`src/pkg/sdpo_pkg.sv`:
```
// shared constants of the serial diagnostic-read and phase-offset link
package sdpo_pkg;
  // frame layout
  localparam int FRAME_BITS = 32;
  localparam int DIR_BIT = 31;
  localparam int ID_MSB = 30;
  localparam int ID_LSB = 24;
  localparam int DIAG_MSB = 23;
  localparam int OFFS_MSB = 19;
  localparam int OFFS_W = 5;
  localparam int OFFS_FIELDS_W = 20;
  localparam int DIAG_W = 24;
  // per-channel diag flag positions inside a six-bit channel slice
  localparam int GROUND_SHORT_POS = 5;
  localparam int GATE_OFF_TEST_POS = 4;
  localparam int BATTERY_SHORT_POS = 3;
  localparam int BATTERY_TEST_POS = 2;
  localparam int OPEN_OFF_POS = 1;
  localparam int OPEN_ON_POS = 0;
  // message identifiers
  localparam logic [6:0] ID_DIAG_LOW = 7'h04;
  localparam logic [6:0] ID_DIAG_HIGH = 7'h05;
  localparam logic [6:0] ID_OFFS_LOW = 7'h06;
  localparam logic [6:0] ID_OFFS_HIGH = 7'h07;
  // reset values
  localparam logic [23:0] DIAG_RESET = 24'h000000;
  localparam logic [19:0] OFFS_RESET = 20'h00000;
  localparam logic [31:0] RESP_RESET = 32'h00000000;
  // host timing in system clock cycles, and the last bit index of a frame
  localparam logic [4:0] HALF_CYCLES = 5'h04;
  localparam logic [4:0] GAP_CYCLES = 5'h10;
  localparam logic [4:0] LAST_BIT = 5'h1f;
  // host register byte offsets and axi response codes
  localparam logic [3:0] REG_CMD = 4'h0;
  localparam logic [3:0] REG_STATUS = 4'h4;
  localparam logic [3:0] REG_RESP = 4'h8;
  localparam logic [1:0] RESP_OKAY = 2'h0;
  localparam logic [1:0] RESP_SLVERR = 2'h2;
  // host link sequencer
  typedef enum logic [1:0] {
    SDPO_IDLE = 2'h0,
    SDPO_LEAD = 2'h1,
    SDPO_SHIFT = 2'h3,
    SDPO_GAP = 2'h2
  } sdpo_state_t;
endpackage

```
`src/pkg/sdpo_link_if.sv`:
```
// four-wire serial link between the controller and the device
`timescale 1ns/1ps
`default_nettype none
interface sdpo_link_if;
  logic sclk;
  logic cs_n;
  logic mosi;
  logic miso;
  modport host (output sclk, output cs_n, output mosi, input miso);
  modport dev (input sclk, input cs_n, input mosi, output miso);
endinterface
`default_nettype wire

```
`src/logic/sdpo_host.sv`:
```
// controller end: AXI4-Lite command registers driving the serial link
`timescale 1ns/1ps
`default_nettype none
module sdpo_host (
  // system clock and reset
  input wire logic clock,
  input wire logic resetn,
  // serial link
  sdpo_link_if.host link,
  // axi4-lite write channels
  input wire logic [31:0] s_axi_awaddr,
  input wire logic s_axi_awvalid,
  output logic s_axi_awready,
  input wire logic [31:0] s_axi_wdata,
  input wire logic [3:0] s_axi_wstrb,
  input wire logic s_axi_wvalid,
  output logic s_axi_wready,
  output logic [1:0] s_axi_bresp,
  output logic s_axi_bvalid,
  input wire logic s_axi_bready,
  // axi4-lite read channels
  input wire logic [31:0] s_axi_araddr,
  input wire logic s_axi_arvalid,
  output logic s_axi_arready,
  output logic [31:0] s_axi_rdata,
  output logic [1:0] s_axi_rresp,
  output logic s_axi_rvalid,
  input wire logic s_axi_rready
);
  logic aw_hold, w_hold, start, next_aw_hold, next_w_hold, next_start;
  logic [3:0] aw_addr, next_aw_addr;
  logic [31:0] w_data, next_w_data, cmd_word, next_cmd_word;
  logic next_awready, next_wready, next_bvalid, next_arready, next_rvalid;
  logic [1:0] next_bresp, next_rresp;
  logic [31:0] next_rdata;
  logic miso_s1, miso_s2;
  sdpo_pkg::sdpo_state_t state, next_state;
  logic [4:0] cnt, next_cnt, bit_cnt, next_bit_cnt;
  logic [31:0] tx_shift, next_tx_shift, rx_shift, next_rx_shift, resp_word, next_resp_word;
  logic next_sclk, next_cs_n, next_mosi;

  // register slave; a command written while busy is dropped
  always_comb begin
    next_aw_hold = aw_hold;
    next_w_hold = w_hold;
    next_aw_addr = aw_addr;
    next_w_data = w_data;
    next_cmd_word = cmd_word;
    next_start = 1'b0;
    next_bvalid = s_axi_bvalid;
    next_bresp = s_axi_bresp;
    next_arready = s_axi_arready;
    next_rvalid = s_axi_rvalid;
    next_rdata = s_axi_rdata;
    next_rresp = s_axi_rresp;
    if (s_axi_awvalid && s_axi_awready) begin
      next_aw_hold = 1'b1;
      next_aw_addr = s_axi_awaddr[3:0];
    end
    if (s_axi_wvalid && s_axi_wready) begin
      next_w_hold = 1'b1;
      next_w_data = s_axi_wdata;
    end
    if (s_axi_bvalid && s_axi_bready) begin
      next_bvalid = 1'b0;
    end
    if (aw_hold && w_hold && !s_axi_bvalid) begin
      next_aw_hold = 1'b0;
      next_w_hold = 1'b0;
      next_bvalid = 1'b1;
      next_bresp = sdpo_pkg::RESP_SLVERR;
      if (aw_addr == sdpo_pkg::REG_CMD) begin
        next_bresp = sdpo_pkg::RESP_OKAY;
        if (state == sdpo_pkg::SDPO_IDLE && !start) begin
          next_cmd_word = w_data;
          next_start = 1'b1;
        end
      end else if (aw_addr == sdpo_pkg::REG_STATUS || aw_addr == sdpo_pkg::REG_RESP) begin
        next_bresp = sdpo_pkg::RESP_OKAY;
      end
    end
    next_awready = !next_aw_hold && !next_bvalid;
    next_wready = !next_w_hold && !next_bvalid;
    if (s_axi_rvalid && s_axi_rready) begin
      next_rvalid = 1'b0;
      next_arready = 1'b1;
    end
    if (s_axi_arvalid && s_axi_arready) begin
      next_arready = 1'b0;
      next_rvalid = 1'b1;
      next_rresp = sdpo_pkg::RESP_OKAY;
      case (s_axi_araddr[3:0])
        sdpo_pkg::REG_CMD: next_rdata = cmd_word;
        sdpo_pkg::REG_STATUS: next_rdata = {31'h00000000, state != sdpo_pkg::SDPO_IDLE};
        sdpo_pkg::REG_RESP: next_rdata = resp_word;
        default: begin
          next_rdata = 32'h00000000;
          next_rresp = sdpo_pkg::RESP_SLVERR;
        end
      endcase
    end
  end

  always_ff @(posedge clock or negedge resetn) begin
    if (!resetn) begin
      aw_hold <= 1'b0;
      w_hold <= 1'b0;
      aw_addr <= 4'h0;
      w_data <= 32'h00000000;
      cmd_word <= 32'h00000000;
      start <= 1'b0;
      s_axi_awready <= 1'b0;
      s_axi_wready <= 1'b0;
      s_axi_bvalid <= 1'b0;
      s_axi_bresp <= 2'h0;
      s_axi_arready <= 1'b0;
      s_axi_rvalid <= 1'b0;
      s_axi_rdata <= 32'h00000000;
      s_axi_rresp <= 2'h0;
    end else begin
      aw_hold <= next_aw_hold;
      w_hold <= next_w_hold;
      aw_addr <= next_aw_addr;
      w_data <= next_w_data;
      cmd_word <= next_cmd_word;
      start <= next_start;
      s_axi_awready <= next_awready;
      s_axi_wready <= next_wready;
      s_axi_bvalid <= next_bvalid;
      s_axi_bresp <= next_bresp;
      s_axi_arready <= next_arready | (!s_axi_arready && !s_axi_rvalid && !next_rvalid);
      s_axi_rvalid <= next_rvalid;
      s_axi_rdata <= next_rdata;
      s_axi_rresp <= next_rresp;
    end
  end

  // miso comes from the other end, so it is synchronised first
  always_ff @(posedge clock or negedge resetn) begin
    if (!resetn) begin
      miso_s1 <= 1'b0;
      miso_s2 <= 1'b0;
    end else begin
      miso_s1 <= link.miso;
      miso_s2 <= miso_s1;
    end
  end

  // link sequencer: mode 0, msb first; half period outlasts the sync delay
  always_comb begin
    next_state = state;
    next_cnt = 5'(cnt + 5'h01);
    next_bit_cnt = bit_cnt;
    next_tx_shift = tx_shift;
    next_rx_shift = rx_shift;
    next_resp_word = resp_word;
    next_sclk = link.sclk;
    next_cs_n = link.cs_n;
    next_mosi = link.mosi;
    case (state)
      sdpo_pkg::SDPO_IDLE: begin
        next_cnt = 5'h00;
        if (start) begin
          next_state = sdpo_pkg::SDPO_LEAD;
          next_tx_shift = cmd_word;
          next_mosi = cmd_word[31];
          next_cs_n = 1'b0;
          next_bit_cnt = 5'h00;
        end
      end
      sdpo_pkg::SDPO_LEAD: begin
        if (cnt == 5'(sdpo_pkg::HALF_CYCLES - 5'h01)) begin
          next_cnt = 5'h00;
          next_state = sdpo_pkg::SDPO_SHIFT;
        end
      end
      sdpo_pkg::SDPO_SHIFT: begin
        if (cnt == 5'(sdpo_pkg::HALF_CYCLES - 5'h01)) begin
          next_cnt = 5'h00;
          if (!link.sclk) begin
            next_sclk = 1'b1;
            next_rx_shift = {rx_shift[30:0], miso_s2};
          end else begin
            next_sclk = 1'b0;
            if (bit_cnt == sdpo_pkg::LAST_BIT) begin
              next_state = sdpo_pkg::SDPO_GAP;
              next_cs_n = 1'b1;
              next_resp_word = rx_shift;
            end else begin
              next_bit_cnt = 5'(bit_cnt + 5'h01);
              next_tx_shift = {tx_shift[30:0], 1'b0};
              next_mosi = tx_shift[30];
            end
          end
        end
      end
      sdpo_pkg::SDPO_GAP: begin
        // gives the device time to decode before the next frame
        if (cnt == 5'(sdpo_pkg::GAP_CYCLES - 5'h01)) begin
          next_state = sdpo_pkg::SDPO_IDLE;
        end
      end
      default: begin
        next_state = sdpo_pkg::SDPO_IDLE;
        next_cs_n = 1'b1;
        next_sclk = 1'b0;
      end
    endcase
  end

  always_ff @(posedge clock or negedge resetn) begin
    if (!resetn) begin
      state <= sdpo_pkg::SDPO_IDLE;
      cnt <= 5'h00;
      bit_cnt <= 5'h00;
      tx_shift <= 32'h00000000;
      rx_shift <= 32'h00000000;
      resp_word <= 32'h00000000;
      link.sclk <= 1'b0;
      link.cs_n <= 1'b1;
      link.mosi <= 1'b0;
    end else begin
      state <= next_state;
      cnt <= next_cnt;
      bit_cnt <= next_bit_cnt;
      tx_shift <= next_tx_shift;
      rx_shift <= next_rx_shift;
      resp_word <= next_resp_word;
      link.sclk <= next_sclk;
      link.cs_n <= next_cs_n;
      link.mosi <= next_mosi;
    end
  end

  logic unused_wstrb;
  assign unused_wstrb = ^s_axi_wstrb;
endmodule
`default_nettype wire

```
`src/flat_wrapper.sv`:
```
// flat-port wrapper written by rule: the top's interface ports become plain ports
module sdpo_host_flat 
  (clock, resetn, s_axi_awaddr, s_axi_awvalid, s_axi_awready, s_axi_wdata, s_axi_wstrb, s_axi_wvalid, s_axi_wready, s_axi_bresp, s_axi_bvalid, s_axi_bready, s_axi_araddr, s_axi_arvalid, s_axi_arready, s_axi_rdata, s_axi_rresp, s_axi_rvalid, s_axi_rready, link_sclk, link_cs_n, link_mosi, link_miso);
  sdpo_link_if link_i ();
  input wire logic clock;
  input wire logic resetn;
  input wire logic [31:0] s_axi_awaddr;
  input wire logic s_axi_awvalid;
  output logic s_axi_awready;
  input wire logic [31:0] s_axi_wdata;
  input wire logic [3:0] s_axi_wstrb;
  input wire logic s_axi_wvalid;
  output logic s_axi_wready;
  output logic [1:0] s_axi_bresp;
  output logic s_axi_bvalid;
  input wire logic s_axi_bready;
  input wire logic [31:0] s_axi_araddr;
  input wire logic s_axi_arvalid;
  output logic s_axi_arready;
  output logic [31:0] s_axi_rdata;
  output logic [1:0] s_axi_rresp;
  output logic s_axi_rvalid;
  input wire logic s_axi_rready;
  output wire logic [$bits(link_i.sclk)-1:0] link_sclk;
  output wire logic [$bits(link_i.cs_n)-1:0] link_cs_n;
  output wire logic [$bits(link_i.mosi)-1:0] link_mosi;
  input wire logic [$bits(link_i.miso)-1:0] link_miso;
  assign link_sclk = link_i.sclk;
  assign link_cs_n = link_i.cs_n;
  assign link_mosi = link_i.mosi;
  assign link_i.miso = link_miso;
  sdpo_host u_core (.clock(clock), .resetn(resetn), .link(link_i), .s_axi_awaddr(s_axi_awaddr), .s_axi_awvalid(s_axi_awvalid), .s_axi_awready(s_axi_awready), .s_axi_wdata(s_axi_wdata), .s_axi_wstrb(s_axi_wstrb), .s_axi_wvalid(s_axi_wvalid), .s_axi_wready(s_axi_wready), .s_axi_bresp(s_axi_bresp), .s_axi_bvalid(s_axi_bvalid), .s_axi_bready(s_axi_bready), .s_axi_araddr(s_axi_araddr), .s_axi_arvalid(s_axi_arvalid), .s_axi_arready(s_axi_arready), .s_axi_rdata(s_axi_rdata), .s_axi_rresp(s_axi_rresp), .s_axi_rvalid(s_axi_rvalid), .s_axi_rready(s_axi_rready));
endmodule
```
`config.mk`:
```
export PLATFORM = sky130hd
export DESIGN_NAME = sdpo_host_flat
export DESIGN_NICKNAME = d
export VERILOG_FILES = /design/src/pkg/sdpo_pkg.sv /design/src/pkg/sdpo_link_if.sv /design/src/logic/sdpo_host.sv /design/src/flat_wrapper.sv
export SDC_FILE = /design/constraint.sdc
export NUM_CORES = 1
export LEC_CHECK = 0
export BUFFER_PORTS_ARGS = -buffer_cell sky130_fd_sc_hd__buf_2
export CAP_MARGIN = 20
export CORE_UTILIZATION = 45
export DETAILED_ROUTE_END_ITERATION = 16
export PLACE_DENSITY = 0.66
export REMOVE_ABC_BUFFERS = 1
export SKIP_LAST_GASP = 1
export SYNTH_ARGS = -nofsm -noshare
export SYNTH_HDL_FRONTEND = slang
export SYNTH_SLANG_ARGS = --single-unit
export TNS_END_PERCENT = 5
```
`constraint.sdc`:
```
create_clock -name clock -period 3.8 [get_ports clock]
set_clock_uncertainty 0.2 [all_clocks]
set_input_delay 0.76 -clock clock [delete_from_list [all_inputs] [get_ports clock]]
set_output_delay 0.76 -clock clock [all_outputs]
set_load 0.02 [all_outputs]
```
==> flow_metrics.py <==
metrics = {
    "status": {
        "status": "finished, final reports clean",
    },
    "yosys": {
        "ys_top_cells_by_count": "dfrtp_1 (221), mux2_2 (97), nand2_1 (49), mux2_1 (35), o21ai_0 (34)",
        "synth_edf_count": 0,
        "yosys_warnings": 0,
        "muxShareOfSynthArea": 0.196,
        "syn_avg_cell_area_um2": 13.9,
        "syn_area_um2": 9180,
        "netlist_instances": 661,
        "synth_top_family_by_area": "multiplexers",
        "synth.area.top_cells": "dfrtp_1 (60%), mux2_2 (12%), mux2_1 (4.3%)",
        "synth_xor_area_frac": 0.00191,
        "async_reset_ff_frac": 1.00,
        "synth_ff_type": "dfrtp_1",
        "yosysUniqueCellTypes": 52,
        "synth_simple_gate_area_frac": 0.0829,
        "synth_top_cell_by_area": "dfrtp_1",
        "synth_compound_area_frac": 0.0739,
        "yosys.area_share.adder": 0.0136,
        "synth_top_area_share": 0.603,
        "yosysMostFrequentCell": "dfrtp_1",
        "yosysSeqAreaShare": 0.606,
        "ys_ff_latch": 222,
    },
    "clock_network": {
        "clk_pin_slew_ns": 0.06,
        "clock-root-buffer": "clkbuf_16",
        "clk_latency_ns": 0.51,
        "cts_hold_buffers": 0,
        "clock-sinks": 222,
        "post_cts_buffers": 0,
        "htree_levels": 1,
        "ctsResizeCount": 0,
        "cts_buffer_depth": 3,
        "numCtsBuffers": 24,
        "tritoncts": "done",
    },
    "placed_design": {
        "portBuffers": 89,
        "place_congestion": 0.777,
        "post-place-ws_ns": 1.12,
        "dpl.cell_count": 987,
        "dp_hpwl_um": 11200,
    },
    "power_and_ir_drop": {
        "leakage_nw": 5.24,
        "power_density_nw_per_um2": 698,
        "peakVddDrop_uv": 406,
    },
    "floorplanning": {
        "ios": 152,
        "start_util": 0.465,
        "core_region_area_um2": 19700,
        "rows": 51,
        "dieHeight_um": 145,
        "dieWidth_um": 145,
        "die_area_um2": 21000,
    },
    "critical_path": {
        "arrival_ns": 2.81,
        "cp.required_ns": 3.99,
        "slowest_stage": "nor2b_1",
        "reg2reg_from": "u_core.state[1]$_DFFE_PN0P_",
        "crit_buf_inv": 2,
        "path_class": "register to register",
        "cpLargestDelayFamily": "compound AO/OA/AOI/OAI gates",
        "startpoint_type": "register",
        "endpoint_kind": "register",
        "r2r-end": "u_core.tx_shift[27]$_DFFE_PN0P_",
        "worstRegToRegCells": 7,
        "crit_chain": "inv_1, ha_1, nor2b_1, a211o_1, a21oi_2, buf_4, o221a_1",
        "rrSetupSlack_ns": 1.17,
        "crit_fanout": 32,
        "slowest_delay_ns": 0.49,
    },
    "final_layout": {
        "area_growth_pct": 15.9,
        "fin_nets": 867,
        "drive_gt1_frac": 0.337,
        "instances_no_fill": 1028,
        "final_util": 0.539,
    },
    "global_route": {
        "grt_pass1_vias": 5740,
        "grt_max_degree": 96,
        "overflow": 0,
        "grt_pass1_wl_um": 29200,
        "antenna_found_initial": 0,
        "grt_use_total": 0.178,
    },
    "sta": {
        "final-setup-viol-count": 0,
        "worst_pin_slew_ns": 0.992,
        "hold_viol_final": 0,
        "slew_headroom": 0.339,
        "drv_slew": 0,
        "finalCritPeriodShare": 0.692,
        "fmax_mhz": 381,
        "fin_crit_ns": 2.63,
        "whs_ns": 0.0800,
        "setup_tns_ns": 0,
        "rsz0062_at_grt": "false",
        "fin_ws_ns": 1.17,
    },
    "drt": {
        "drc_errors": 0,
        "wire_per_inst_um": 17.0,
        "vias": 5357,
        "ant_nets": 0,
        "drt-initial-drc-count": 201,
        "wl_um": 17500,
        "routed_via_density": 5.21,
        "dr.pass1.iters": 4,
    },
    "min_path": {
        "hold_class": "input pin to async pin",
    },
    "flow_run": {
        "drv_cap": 0,
    },
}
## flip-flops by register name (all words and copies together), names as in the netlist, 4 cells and up
register,count
u_core.cmd_word,32
u_core.w_data,32
u_core.bit_cnt,5
u_core.aw_addr,4
u_core.resp_word,32
u_core.s_axi_rdata,32
u_core.cnt,5
u_core.tx_shift,31
u_core.rx_shift,32
## worst register-to-register path, stage by stage, from the launching register on
cell	delay (ns)
dfrtp_1	0.43
inv_1	0.14
ha_1	0.20
nor2b_1	0.49
a211o_1	0.41
a21oi_2	0.06
buf_4	0.28
o221a_1	0.28
## layer usage
metal / wire [µm] / global-route usage / up-vias / part of all wire
met4: 431 / 0.0521 / 0 / 0.025
met3: 704 / 0.0309 / 34 / 0.040
met5: 0 / 0 / - / 0
li1: - / - / 2518 / -
met1: 8060 / 0.244 / 2694 / 0.46
met2: 8310 / 0.291 / 111 / 0.47
## area by class of cell
cell class	instances	area, µm²
multi-input cells	394	3390
clock inverters	5	75.1
repair buffers	101	566
diodes	1	2.50
fillers	1670	9080
inverters	6	22.5
flip-flops and latches	222	5560
clock buffers	34	689
well taps	265	332
## where the power goes
part	internal (mW)	switching (mW)
logic	1.01	0.893
clock network	1.38	0.866
registers	2.93	0.350
total	5.32	2.11
## per-stage QoR
stage / area (µm²) / power [mW]
after floorplan: 8960 / 4.65
after global placement: 9850 / 5.11
after detailed placement: 9850 / 5.23
after CTS: 10600 / 7.53
after global routing: 10600 / 7.87
final: 10600 / 7.42
## how the worst max path moves through the flow
stage,startpoint,to,cells after the start
4_1_cts,u_core.state[0]$_DFFE_PN0P_,u_core.tx_shift[27]$_DFFE_PN0P_,7
6_report,u_core.state[1]$_DFFE_PN0P_,u_core.tx_shift[27]$_DFFE_PN0P_,7
2_1_floorplan,u_core.state[1]$_DFFE_PN0P_,u_core.cmd_word[0]$_DFFE_PN0P_,5
3_5_place_dp,s_axi_arvalid,u_core.s_axi_rdata[7]$_DFFE_PN0P_,4
3_3_place_gp,s_axi_arvalid,u_core.s_axi_rdata[9]$_DFFE_PN0P_,4
5_1_grt,u_core.state[1]$_DFFE_PN0P_,u_core.tx_shift[5]$_DFFE_PN0P_,7
## layout by cell type (no fill, tap or decap), drive strengths merged, types with 4 or more instances in the layout
cell type,instances
nand2,50
a31oi,4
ha,10
a21oi,7
nor2,16
clkbuf,34
or2b,30
dfrtp,221
nor2b,5
mux2,132
and3,5
nand3,4
buf,101
o21ai,34
inv,6
o221a,31
mux2i,31
## kinds of logic after synthesis
family | Yosys count
XOR/XNOR | 2
flip-flops | 222
other | 1
AO/OA/AOI/OAI | 88
multiplexers | 163
adder cells (fa/ha/maj) | 10
AND/OR/NAND/NOR | 129
buffers and inverters | 46
No activity file was read; power rests on OpenSTA's default activity.
